### src/verilog/vui_pkg.sv
// Constants and carrier types of the vectored interrupt unit
package vui_pkg;
	// Register indices; byte address is four times the index
	localparam logic [9:0] IDX_REQ = 10'h000;
	localparam logic [9:0] IDX_MASK = 10'h001;
	localparam logic [9:0] IDX_PRIO = 10'h002;
	localparam logic [9:0] IDX_CTRL = 10'h003;
	localparam logic [9:0] IDX_EVT = 10'h004;
	localparam logic [9:0] IDX_EVT_MASK = 10'h005;
	localparam logic [9:0] IDX_STATE = 10'h006;
	localparam logic [9:0] IDX_SPH = 10'h0FE;
	localparam logic [9:0] IDX_SPL = 10'h0FF;
	// Field positions
	localparam int MASK_GLOBAL_BIT = 7;
	localparam int CTRL_EXT_STACK_BIT = 0;
	localparam int CTRL_EXT_PROG_BIT = 1;
	localparam int PRIO_REVERSE_BIT = 3;
	localparam int EVT_ENTRY_BIT = 0;
	localparam int EVT_FAULT_BIT = 1;
	// Reset values
	localparam logic [7:0] MASK_RESET = 8'h00;
	localparam logic [3:0] PRIO_RESET = 4'h0;
	localparam logic [1:0] CTRL_RESET = 2'h0;
	localparam logic [7:0] SP_RESET = 8'h00;
	localparam logic [15:0] RESET_START = 16'h000C;
	// Entry sequence timing, in clock periods after the sample point
	localparam int REQ_SETUP_PERIODS = 5;
	localparam logic [5:0] PUSH_LAST = 6'd48;
	localparam logic [5:0] FETCH_CYCLES = 6'd9;
	localparam logic [5:0] FETCH_LAST = 6'd57;
	localparam logic [5:0] PUSH_PCL_AT = 6'd16;
	localparam logic [5:0] PUSH_PCH_AT = 6'd32;
	localparam logic [5:0] PUSH_FLG_AT = 6'd48;
	localparam logic [5:0] FETCH_HI_AT = 6'd50;
	localparam logic [5:0] FETCH_LO_AT = 6'd54;
	// Stack limits
	localparam logic [15:0] EXT_STACK_FLOOR = 16'h4000;
	localparam logic [7:0] INT_STACK_LOW = 8'h04;
	localparam logic [7:0] INT_STACK_HIGH = 8'hEF;
	// Entry sequencer states, Gray along the path
	typedef enum logic [1:0] {
		VUI_IDLE = 2'b00,
		VUI_PUSH = 2'b01,
		VUI_FETCH = 2'b11,
		VUI_JUMP = 2'b10
	} vui_state_t;
	// One stack write toward memory or the register file
	typedef struct packed {
		logic valid;
		logic ext;
		logic [15:0] addr;
		logic [7:0] data;
	} vui_push_t;
	// One vector byte read from program memory
	typedef struct packed {
		logic valid;
		logic [15:0] addr;
	} vui_fetch_t;
endpackage

### src/verilog/vui_top.sv
// Vectored interrupt unit: requests, masking, priority and entry sequence
//
// Local design decision: the APB slave port.
`timescale 1ns/1ps
module vui_top #(
	parameter int NREQ = 6
) (
	input wire logic CLK, // Processor clock
	input wire logic RSTN, // Asynchronous reset, low
	input wire logic PSEL, // APB select
	input wire logic PENABLE, // APB access phase
	input wire logic PWRITE, // APB direction
	input wire logic [11:0] PADDR, // APB byte address
	input wire logic [31:0] PWDATA, // APB write data
	output logic [31:0] PRDATA, // APB read data
	output logic PREADY, // APB ready
	output logic PSLVERR, // APB error on unmapped address
	input wire logic [3:0] EXT_REQ_PINS, // External request pins
	input wire logic SER_TX_REQ, // Serial transmitter request
	input wire logic SER_RX_REQ, // Serial receiver request
	input wire logic [1:0] PRESCALE_END, // Counter prescalers at end
	input wire logic [1:0] COUNT_END, // Counters at end
	input wire logic LAST_CYCLE, // Last cycle of an instruction
	input wire logic [15:0] PC_IN, // Program counter to save
	input wire logic [7:0] FLAGS_IN, // Flag register to save
	input wire logic [7:0] VEC_DATA, // Vector byte, in the cycle of the read strobe
	output vui_pkg::vui_push_t PUSH, // Stack write strobe
	output vui_pkg::vui_fetch_t FETCH, // Vector read strobe
	output logic JUMP, // Pulse: load NEW_PC
	output logic [15:0] NEW_PC, // Service routine start
	output logic BUSY, // Entry sequence running
	output logic INT_LINE // Unmasked status event pending
);
	// Elaboration check
	if (NREQ != 6) begin : g_bad
		$error("vui_top serves exactly six requests");
	end

	logic rst_q1;
	logic rst_n;
	logic [NREQ-1:0] req;
	logic [7:0] mask;
	logic [3:0] prio;
	logic [1:0] ctrl;
	logic [1:0] evt;
	logic [1:0] evt_mask;
	logic [7:0] stack_pointer_high;
	logic [7:0] spl;
	logic [NREQ-1:0] src;
	logic [NREQ-1:0] src_prev;
	logic [NREQ-1:0] src_rise;
	logic [NREQ-1:0] eligible;
	vui_pkg::vui_state_t state;
	vui_pkg::vui_state_t next_state;
	logic [5:0] cnt;
	logic [2:0] grant;
	logic [2:0] next_grant;
	logic found;
	logic take;
	logic wr;
	logic rd;
	logic [9:0] idx;
	logic mapped;
	logic [15:0] vec;
	logic fetch_hi_q;
	logic fetch_lo_q;
	logic push_now;
	logic [7:0] push_byte;
	logic [15:0] sp_dec;
	logic [7:0] spl_dec;
	logic push_fault;
	logic entry_done;

	// Reset release through two flip-flops
	always_ff @(posedge CLK or negedge RSTN) begin
		if (!RSTN) begin
			rst_q1 <= 1'b0;
			rst_n <= 1'b0;
		end else begin
			rst_q1 <= 1'b1;
			rst_n <= rst_q1;
		end
	end

	// Source to request mapping
	always_comb begin
		src[0] = EXT_REQ_PINS[2];
		src[1] = EXT_REQ_PINS[3];
		src[2] = EXT_REQ_PINS[1];
		src[3] = EXT_REQ_PINS[0] | SER_RX_REQ;
		src[4] = (PRESCALE_END[0] & COUNT_END[0]) | SER_TX_REQ;
		src[5] = PRESCALE_END[1] & COUNT_END[1];
	end

	// Source edge memory
	always_ff @(posedge CLK or negedge rst_n) begin
		if (!rst_n) begin
			src_prev <= '0;
		end else begin
			src_prev <= src;
		end
	end
	assign src_rise = src & ~src_prev;

	// APB decode
	assign idx = PADDR[11:2];
	assign wr = PSEL & PENABLE & PWRITE & ~PREADY;
	assign rd = PSEL & PENABLE & ~PWRITE & ~PREADY;
	always_comb begin
		case (idx)
			vui_pkg::IDX_REQ, vui_pkg::IDX_MASK, vui_pkg::IDX_PRIO,
			vui_pkg::IDX_CTRL, vui_pkg::IDX_EVT, vui_pkg::IDX_EVT_MASK,
			vui_pkg::IDX_STATE, vui_pkg::IDX_SPH, vui_pkg::IDX_SPL: mapped = 1'b1;
			default: mapped = 1'b0;
		endcase
	end

	// APB answer, one wait state
	always_ff @(posedge CLK or negedge rst_n) begin
		if (!rst_n) begin
			PREADY <= 1'b0;
			PSLVERR <= 1'b0;
			PRDATA <= 32'h00000000;
		end else begin
			PREADY <= PSEL & PENABLE & ~PREADY;
			PSLVERR <= PSEL & PENABLE & ~PREADY & ~mapped;
			PRDATA <= 32'h00000000;
			if (rd) begin
				case (idx)
					vui_pkg::IDX_REQ: PRDATA <= {26'h0, req};
					vui_pkg::IDX_MASK: PRDATA <= {24'h0, mask};
					vui_pkg::IDX_PRIO: PRDATA <= {28'h0, prio};
					vui_pkg::IDX_CTRL: PRDATA <= {30'h0, ctrl};
					vui_pkg::IDX_EVT: PRDATA <= {30'h0, evt};
					vui_pkg::IDX_EVT_MASK: PRDATA <= {30'h0, evt_mask};
					vui_pkg::IDX_STATE: PRDATA <= {27'h0, BUSY, 1'b0, grant};
					vui_pkg::IDX_SPH: PRDATA <= {24'h0, stack_pointer_high};
					vui_pkg::IDX_SPL: PRDATA <= {24'h0, spl};
					default: PRDATA <= 32'h00000000;
				endcase
			end
		end
	end

	// Request register: hardware set wins over any clear
	always_ff @(posedge CLK or negedge rst_n) begin
		if (!rst_n) begin
			req <= '0;
		end else begin
			logic [NREQ-1:0] nxt;
			nxt = req;
			if (wr && idx == vui_pkg::IDX_REQ) begin
				nxt = PWDATA[NREQ-1:0];
			end
			if (state == vui_pkg::VUI_PUSH && cnt == vui_pkg::PUSH_LAST) begin
				nxt[grant] = 1'b0;
			end
			req <= nxt | src_rise;
		end
	end

	// Setup age per request; eligible after five periods
	for (genvar i = 0; i < NREQ; i++) begin : g_age
		logic [2:0] age;
		always_ff @(posedge CLK or negedge rst_n) begin
			if (!rst_n) begin
				age <= 3'd0;
			end else if (!req[i]) begin
				age <= 3'd0;
			end else if (age != 3'(vui_pkg::REQ_SETUP_PERIODS)) begin
				age <= age + 3'd1;
			end
		end
		assign eligible[i] = req[i] & mask[i] &
			(age == 3'(vui_pkg::REQ_SETUP_PERIODS));
	end

	// Control registers written by software
	always_ff @(posedge CLK or negedge rst_n) begin
		if (!rst_n) begin
			mask <= vui_pkg::MASK_RESET;
			prio <= vui_pkg::PRIO_RESET;
			ctrl <= vui_pkg::CTRL_RESET;
			evt_mask <= 2'b00;
		end else begin
			if (wr && idx == vui_pkg::IDX_MASK) begin
				mask <= {PWDATA[7], 1'b0, PWDATA[NREQ-1:0]};
			end
			if (take) begin
				mask[vui_pkg::MASK_GLOBAL_BIT] <= 1'b0;
			end
			if (wr && idx == vui_pkg::IDX_PRIO) begin
				prio <= PWDATA[3:0];
			end
			if (wr && idx == vui_pkg::IDX_CTRL) begin
				ctrl <= PWDATA[1:0];
			end
			if (wr && idx == vui_pkg::IDX_EVT_MASK) begin
				evt_mask <= PWDATA[1:0];
			end
		end
	end

	// Priority encoder: rotating start, optional reverse order
	always_comb begin
		logic [2:0] k;
		k = 3'd0;
		found = 1'b0;
		next_grant = 3'd0;
		for (int n = 0; n < NREQ; n++) begin
			if (prio[vui_pkg::PRIO_REVERSE_BIT]) begin
				k = 3'((int'(prio[2:0]) + NREQ - n) % NREQ);
			end else begin
				k = 3'((int'(prio[2:0]) + n) % NREQ);
			end
			if (!found && eligible[k]) begin
				found = 1'b1;
				next_grant = k;
			end
		end
	end

	// Grant at the instruction's last cycle
	assign take = (state == vui_pkg::VUI_IDLE) & LAST_CYCLE & found &
		mask[vui_pkg::MASK_GLOBAL_BIT];

	// Entry sequencer next state
	always_comb begin
		case (state)
			vui_pkg::VUI_IDLE: next_state = take ? vui_pkg::VUI_PUSH : vui_pkg::VUI_IDLE;
			vui_pkg::VUI_PUSH: next_state = (cnt == vui_pkg::PUSH_LAST) ?
				vui_pkg::VUI_FETCH : vui_pkg::VUI_PUSH;
			vui_pkg::VUI_FETCH: next_state = (cnt == vui_pkg::FETCH_LAST) ?
				vui_pkg::VUI_JUMP : vui_pkg::VUI_FETCH;
			vui_pkg::VUI_JUMP: next_state = vui_pkg::VUI_IDLE;
			default: next_state = vui_pkg::VUI_IDLE;
		endcase
	end

	// Sequencer state and cycle count from the sample point
	always_ff @(posedge CLK or negedge rst_n) begin
		if (!rst_n) begin
			state <= vui_pkg::VUI_IDLE;
			cnt <= 6'd0;
			grant <= 3'd0;
			BUSY <= 1'b0;
		end else begin
			state <= next_state;
			BUSY <= (next_state != vui_pkg::VUI_IDLE);
			if (take) begin
				grant <= next_grant;
				cnt <= 6'd1;
			end else if (state != vui_pkg::VUI_IDLE) begin
				cnt <= cnt + 6'd1;
			end else begin
				cnt <= 6'd0;
			end
		end
	end

	// Push selection: PC low, PC high, then flags
	assign push_now = (state == vui_pkg::VUI_PUSH) && (cnt == vui_pkg::PUSH_PCL_AT ||
		cnt == vui_pkg::PUSH_PCH_AT || cnt == vui_pkg::PUSH_FLG_AT);
	always_comb begin
		if (cnt == vui_pkg::PUSH_PCL_AT) begin
			push_byte = PC_IN[7:0];
		end else if (cnt == vui_pkg::PUSH_PCH_AT) begin
			push_byte = PC_IN[15:8];
		end else begin
			push_byte = FLAGS_IN;
		end
	end
	assign sp_dec = {stack_pointer_high, spl} - 16'd1;
	assign spl_dec = spl - 8'd1;
	always_comb begin
		if (ctrl[vui_pkg::CTRL_EXT_STACK_BIT]) begin
			push_fault = ~ctrl[vui_pkg::CTRL_EXT_PROG_BIT] &
				(sp_dec < vui_pkg::EXT_STACK_FLOOR);
		end else begin
			push_fault = (spl_dec < vui_pkg::INT_STACK_LOW) |
				(spl_dec > vui_pkg::INT_STACK_HIGH);
		end
	end

	// Stack pointer and stack write strobe
	always_ff @(posedge CLK or negedge rst_n) begin
		if (!rst_n) begin
			stack_pointer_high <= vui_pkg::SP_RESET;
			spl <= vui_pkg::SP_RESET;
			PUSH <= '0;
		end else begin
			PUSH.valid <= 1'b0;
			if (push_now && !push_fault) begin
				PUSH.valid <= 1'b1;
				PUSH.data <= push_byte;
				PUSH.ext <= ctrl[vui_pkg::CTRL_EXT_STACK_BIT];
				if (ctrl[vui_pkg::CTRL_EXT_STACK_BIT]) begin
					{stack_pointer_high, spl} <= sp_dec;
					PUSH.addr <= sp_dec;
				end else begin
					spl <= spl_dec;
					PUSH.addr <= {8'h00, spl_dec};
				end
			end else begin
				if (wr && idx == vui_pkg::IDX_SPH) begin
					stack_pointer_high <= PWDATA[7:0];
				end
				if (wr && idx == vui_pkg::IDX_SPL) begin
					spl <= PWDATA[7:0];
				end
			end
		end
	end

	// Vector fetch: high byte at slot base, low byte next
	always_ff @(posedge CLK or negedge rst_n) begin
		if (!rst_n) begin
			FETCH <= '0;
			fetch_hi_q <= 1'b0;
			fetch_lo_q <= 1'b0;
			vec <= vui_pkg::RESET_START;
		end else begin
			fetch_hi_q <= 1'b0;
			fetch_lo_q <= 1'b0;
			FETCH.valid <= 1'b0;
			if (state == vui_pkg::VUI_FETCH && cnt == vui_pkg::FETCH_HI_AT) begin
				FETCH.valid <= 1'b1;
				FETCH.addr <= {12'h000, grant, 1'b0};
				fetch_hi_q <= 1'b1;
			end
			if (state == vui_pkg::VUI_FETCH && cnt == vui_pkg::FETCH_LO_AT) begin
				FETCH.valid <= 1'b1;
				FETCH.addr <= {12'h000, grant, 1'b1};
				fetch_lo_q <= 1'b1;
			end
			if (fetch_hi_q) begin
				vec[15:8] <= VEC_DATA;
			end
			if (fetch_lo_q) begin
				vec[7:0] <= VEC_DATA;
			end
		end
	end

	// Jump on cycle 58 after the sample point
	always_ff @(posedge CLK or negedge rst_n) begin
		if (!rst_n) begin
			JUMP <= 1'b0;
			NEW_PC <= vui_pkg::RESET_START;
		end else begin
			JUMP <= (state == vui_pkg::VUI_FETCH) && (cnt == vui_pkg::FETCH_LAST);
			if ((state == vui_pkg::VUI_FETCH) && (cnt == vui_pkg::FETCH_LAST)) begin
				NEW_PC <= vec;
			end
		end
	end

	// Status events, write one to clear, set wins
	assign entry_done = (state == vui_pkg::VUI_FETCH) && (cnt == vui_pkg::FETCH_LAST);
	always_ff @(posedge CLK or negedge rst_n) begin
		if (!rst_n) begin
			evt <= 2'b00;
			INT_LINE <= 1'b0;
		end else begin
			logic [1:0] nxt;
			nxt = evt;
			if (wr && idx == vui_pkg::IDX_EVT) begin
				nxt = nxt & ~PWDATA[1:0];
			end
			nxt[vui_pkg::EVT_ENTRY_BIT] = nxt[vui_pkg::EVT_ENTRY_BIT] | entry_done;
			nxt[vui_pkg::EVT_FAULT_BIT] = nxt[vui_pkg::EVT_FAULT_BIT] |
				(push_now & push_fault);
			evt <= nxt;
			INT_LINE <= |(nxt & evt_mask);
		end
	end

	// Unused bits of the fetch constant width
	logic unused_fetch_cycles;
	assign unused_fetch_cycles = ^vui_pkg::FETCH_CYCLES;
endmodule // vui_top

### config.mk
export PLATFORM = sky130hd
export DESIGN_NAME = vui_top
export DESIGN_NICKNAME = d
export VERILOG_FILES = /design/src/verilog/vui_pkg.sv /design/src/verilog/vui_top.sv
export SDC_FILE = /design/constraint.sdc
export NUM_CORES = 1
export LEC_CHECK = 0
export ABC_AREA = 1
export CELL_PAD_IN_SITES_DETAIL_PLACEMENT = 0
export CELL_PAD_IN_SITES_GLOBAL_PLACEMENT = 1
export CORE_ASPECT_RATIO = 0.7
export CORE_MARGIN = 2
export CORE_UTILIZATION = 42
export DETAILED_ROUTE_END_ITERATION = 12
export DONT_BUFFER_PORTS = 1
export HOLD_SLACK_MARGIN = 0.06
export PLACE_DENSITY = 0.83
export SETUP_SLACK_MARGIN = 0.2
export SLEW_MARGIN = 20
export SYNTH_ARGS = -nofsm -noshare
export SYNTH_HDL_FRONTEND = slang
export SYNTH_SLANG_ARGS = --single-unit
### constraint.sdc
create_clock -name CLK -period 4.5 [get_ports CLK]
set_input_delay 0.225 -clock CLK [delete_from_list [all_inputs] [get_ports CLK]]
set_output_delay 0.225 -clock CLK [all_outputs]
set_load 0.01 [all_outputs]
==> results.json <==
{
  "avgSynthCellArea_um2": 7.512,
  "final_common_cell": "nand2_1",
  "area_delta_synth_final_pct": 21.39,
  "reg2reg_depth": 34,
  "die_w_um": 186.3,
  "cpMostUsedCell": "nand2_2",
  "grt_first_pass_wirelength_mm": 41.72,
  "crit_fanout": 7,
  "use_met1": 0.3092,
  "core_area_um2": 22730,
  "fmax_ghz": 0.2281,
  "antenna_left": 0,
  "fin_nets": 1540,
  "final_hold_viol_count": 0,
  "hold_path_end": "req[0]",
  "hold_depth": 2,
  "p_sw_frac": 0.2818,
  "row_count": 46,
  "drive_gt1_frac": 0.1625,
  "synth_edf_count": 0,
  "final_core_util": 0.5218,
  "setup-tns-final_ns": 0,
  "worst_slew_pin_slew_ns": 0.8829,
  "finalCritPeriodShare": 0.9741,
  "cpPeakStageDelay_ns": 0.44,
  "drt-total-wl_mm": 26.05,
  "dp_hpwl_mm": 18.72,
  "antenna_found_initial": 1,
  "cts_made_buffers": 17,
  "drt-pass1-iter-count": 5,
  "grtUsageTotal": 0.2106,
  "synth_flop_cell": "dfrtp_1",
  "grt.busiest_layer": "met2",
  "start_util": 0.4299,
  "synthTopCellsByArea": "dfrtp_1 (38%), nand2_1 (14%), o21ai_0 (6.9%)",
  "slew_headroom": 0.4107,
  "layout_common_cells": "nand2_1 (336), inv_1 (159), dfrtp_1 (146), o21ai_0 (131), nand3_1 (70)",
  "worstSkewPairLatency_ns": 0.43,
  "use_met2": 0.3124,
  "first_global_vias": 7994,
  "syn_area_um2": 9773,
  "ys.warnings.count": 0,
  "p_seq_frac": 0.455,
  "cts-root-buf": "clkbuf_16",
  "hp-start": "PWDATA[0]",
  "syn_inst": 1301,
  "gp_congestion": 0.9021,
  "crit_type": "flip-flop to flip-flop",
  "grt_max_degree": 69,
  "required_ns": 4.82,
  "vias": 8720,
  "ys_seq_area_frac": 0.3948,
  "use_met3": 0.05475,
  "p_int_mw": 2.633,
  "yosysTopAreaCell": "dfrtp_1",
  "leakagePower_nw": 5.863,
  "outcome": "finished clean",
  "via_per_inst": 5.046,
  "rsz0062_at_grt": "yes",
  "fin_worst_skew_ns": 0.008442,
  "slowest_stage": "dfrtp_2",
  "dieArea_um2": 24530,
  "rr_startpoint": "prio[1]",
  "ioPinCount": 188,
  "drtIter0Drc": 600,
  "rr_endpoint": "mask[7]",
  "power_density_nw_per_um2": 309.0,
  "setup_viol": 0,
  "synth_seq_cells": 154,
  "synth_top_area_frac": 0.3841,
  "maxSlewViolCount": 0,
  "start_kind": "flip-flop",
  "power.share.clock": 0.407,
  "ys_types": 50,
  "async_flop_share": 1.000,
  "min_path_type": "input pin to flip-flop",
  "clockBufferDepth": 2,
  "clk_pin_slew_ns": 0.06,
  "cp.arrival_ns": 4.70,
  "p_comb_frac": 0.138,
  "die_y_um": 131.6,
  "cts.sinks": 154,
  "tritoncts": "yes",
  "htree_levels": 4,
  "power_switching_mw": 1.033,
  "portBuffers": 0,
  "vdd_drop_max_mv": 0.2933,
  "drv_cap": 0,
  "remaining_drc_errors": 0,
  "routedWlPerCell_um": 15.08,
  "timing.final.crit_period_ns": 4.384,
  "rrSetupSlack_ns": 0.12,
  "end_kind": "flip-flop",
  "gr-total-overflow": 0
}
[Yosys cell counts, types with 5 or more instances]
cell type  instances
or2_2              7
o21ai_1            6
xnor2_1            7
nor3_1            13
inv_1            162
nand3_1           85
xor2_1            20
buf_4             36
o221ai_1           6
clkbuf_1          15
o22ai_1            7
nor4_1             6
nand3b_1           5
nand2_2           14
o21ai_0          134
o21bai_1           5
dfrtp_1          150
a31oi_1            7
a21oi_1           24
nor2_2             5
nand3_2            6
mux2i_1           12
nand2_1          360
nand4_1           21
ha_1              46
nor2_1            76
inv_2              9
a211oi_1           7
o211ai_1           8
[timing repair]
| action | CTS | global route |
|---|---|---|
| endpoints found under the setup margin | 7 | 7 |
| endpoints found under the hold margin | 67 | 0 |
| gates resized for setup | 67 | 35 |
| hold buffers | 38 | 0 |
| setup buffers | 29 | 10 |
| pin swaps | 45 | 41 |
[worst max path at each step]
stage,from,end,slack (ns),cells after the start
after floorplan,prio[1],mask[7],0.25,35
after global placement,prio[1],mask[7],0.02,36
after detailed placement,prio[1],grant[0],-0.10,35
after CTS,prio[1],mask[7],0.21,34
after global routing,prio[2],mask[7],-0.23,37
final,prio[1],mask[7],0.12,34
[power by group through the flow]
stage	Sequential, mW	Clock [mW]	Combinational [mW]
after floorplan	1.65	0	0.398
after global placement	1.68	0	0.443
after detailed placement	1.69	0	0.466
after CTS	1.66	1.50	0.506
after global routing	1.69	1.57	0.588
final	1.67	1.49	0.506
[sequential cells by signal (all words and copies together) (netlist names), 2 cells and up]
register / cells
req: 6
prio: 4
mask: 7
ctrl: 2
g_age.age: 18
cnt: 6
src_prev: 6
evt: 2
NEW_PC: 16
vec: 16
state: 2
spl: 8
grant: 3
FETCH: 5
stack_pointer_high: 8
PRDATA: 8
PUSH: 26
evt_mask: 2
[cell families (layout without fill, tap and decap cells)]
group,Yosys count,count (layout),synth area share
adder cells (fa/ha/maj),46,46,0.05889
other,2,38,0.0007684
AND/OR/NAND/NOR,612,612,0.2783
XOR/XNOR,28,28,0.02586
buffers and inverters,231,310,0.1049
AO/OA/AOI/OAI,215,215,0.1230
flip-flops,154,154,0.3948
multiplexers,13,13,0.01344
[layout make-up]
cell class / instances / area [um2]
Inverter: 173 / 661.9
Sequential cell: 154 / 3866
Clock inverter: 13 / 170.2
Timing Repair Buffer: 105 / 924.6
Multi-Input combinational cell: 951 / 5405
Clock buffer: 19 / 442.9
Antenna cell: 1 / 2.502
Tap cell: 312 / 390.4
Fill cell: 2166 / 10870
[per-stage QoR]
step	hold slack (ns)	setup slack, ns	instance area (um2)	total power [mW]	instances
after global placement	-0.07051	0.02354	10160	2.122	1618
after detailed placement	-0.07051	-0.1020	10160	2.153	1618
final	0.08118	0.1164	11860	3.666	1728
after CTS	0.06843	0.2071	11650	3.676	1717
after floorplan	-0.07059	0.2499	9911	2.051	1336
after global routing	0.09091	-0.2253	11860	3.845	1728
[routing by layer]
layer	wire [um]	up-vias
met2	11320	236
met3	1751	15
met1	12800	4108
met5	0	-
met4	175	0
li1	-	4361
[worst max-delay path, delay by kind of cell (launching register included)]
kind / cells / cell delay (ns)
AO/OA/AOI/OAI: 2 / 0.39
buffers and inverters: 2 / 0.22
AND/OR/NAND/NOR: 27 / 2.65
flip-flops: 1 / 0.44
adder cells (fa/ha/maj): 3 / 0.59
No activity file was read; power rests on OpenSTA's default activity.
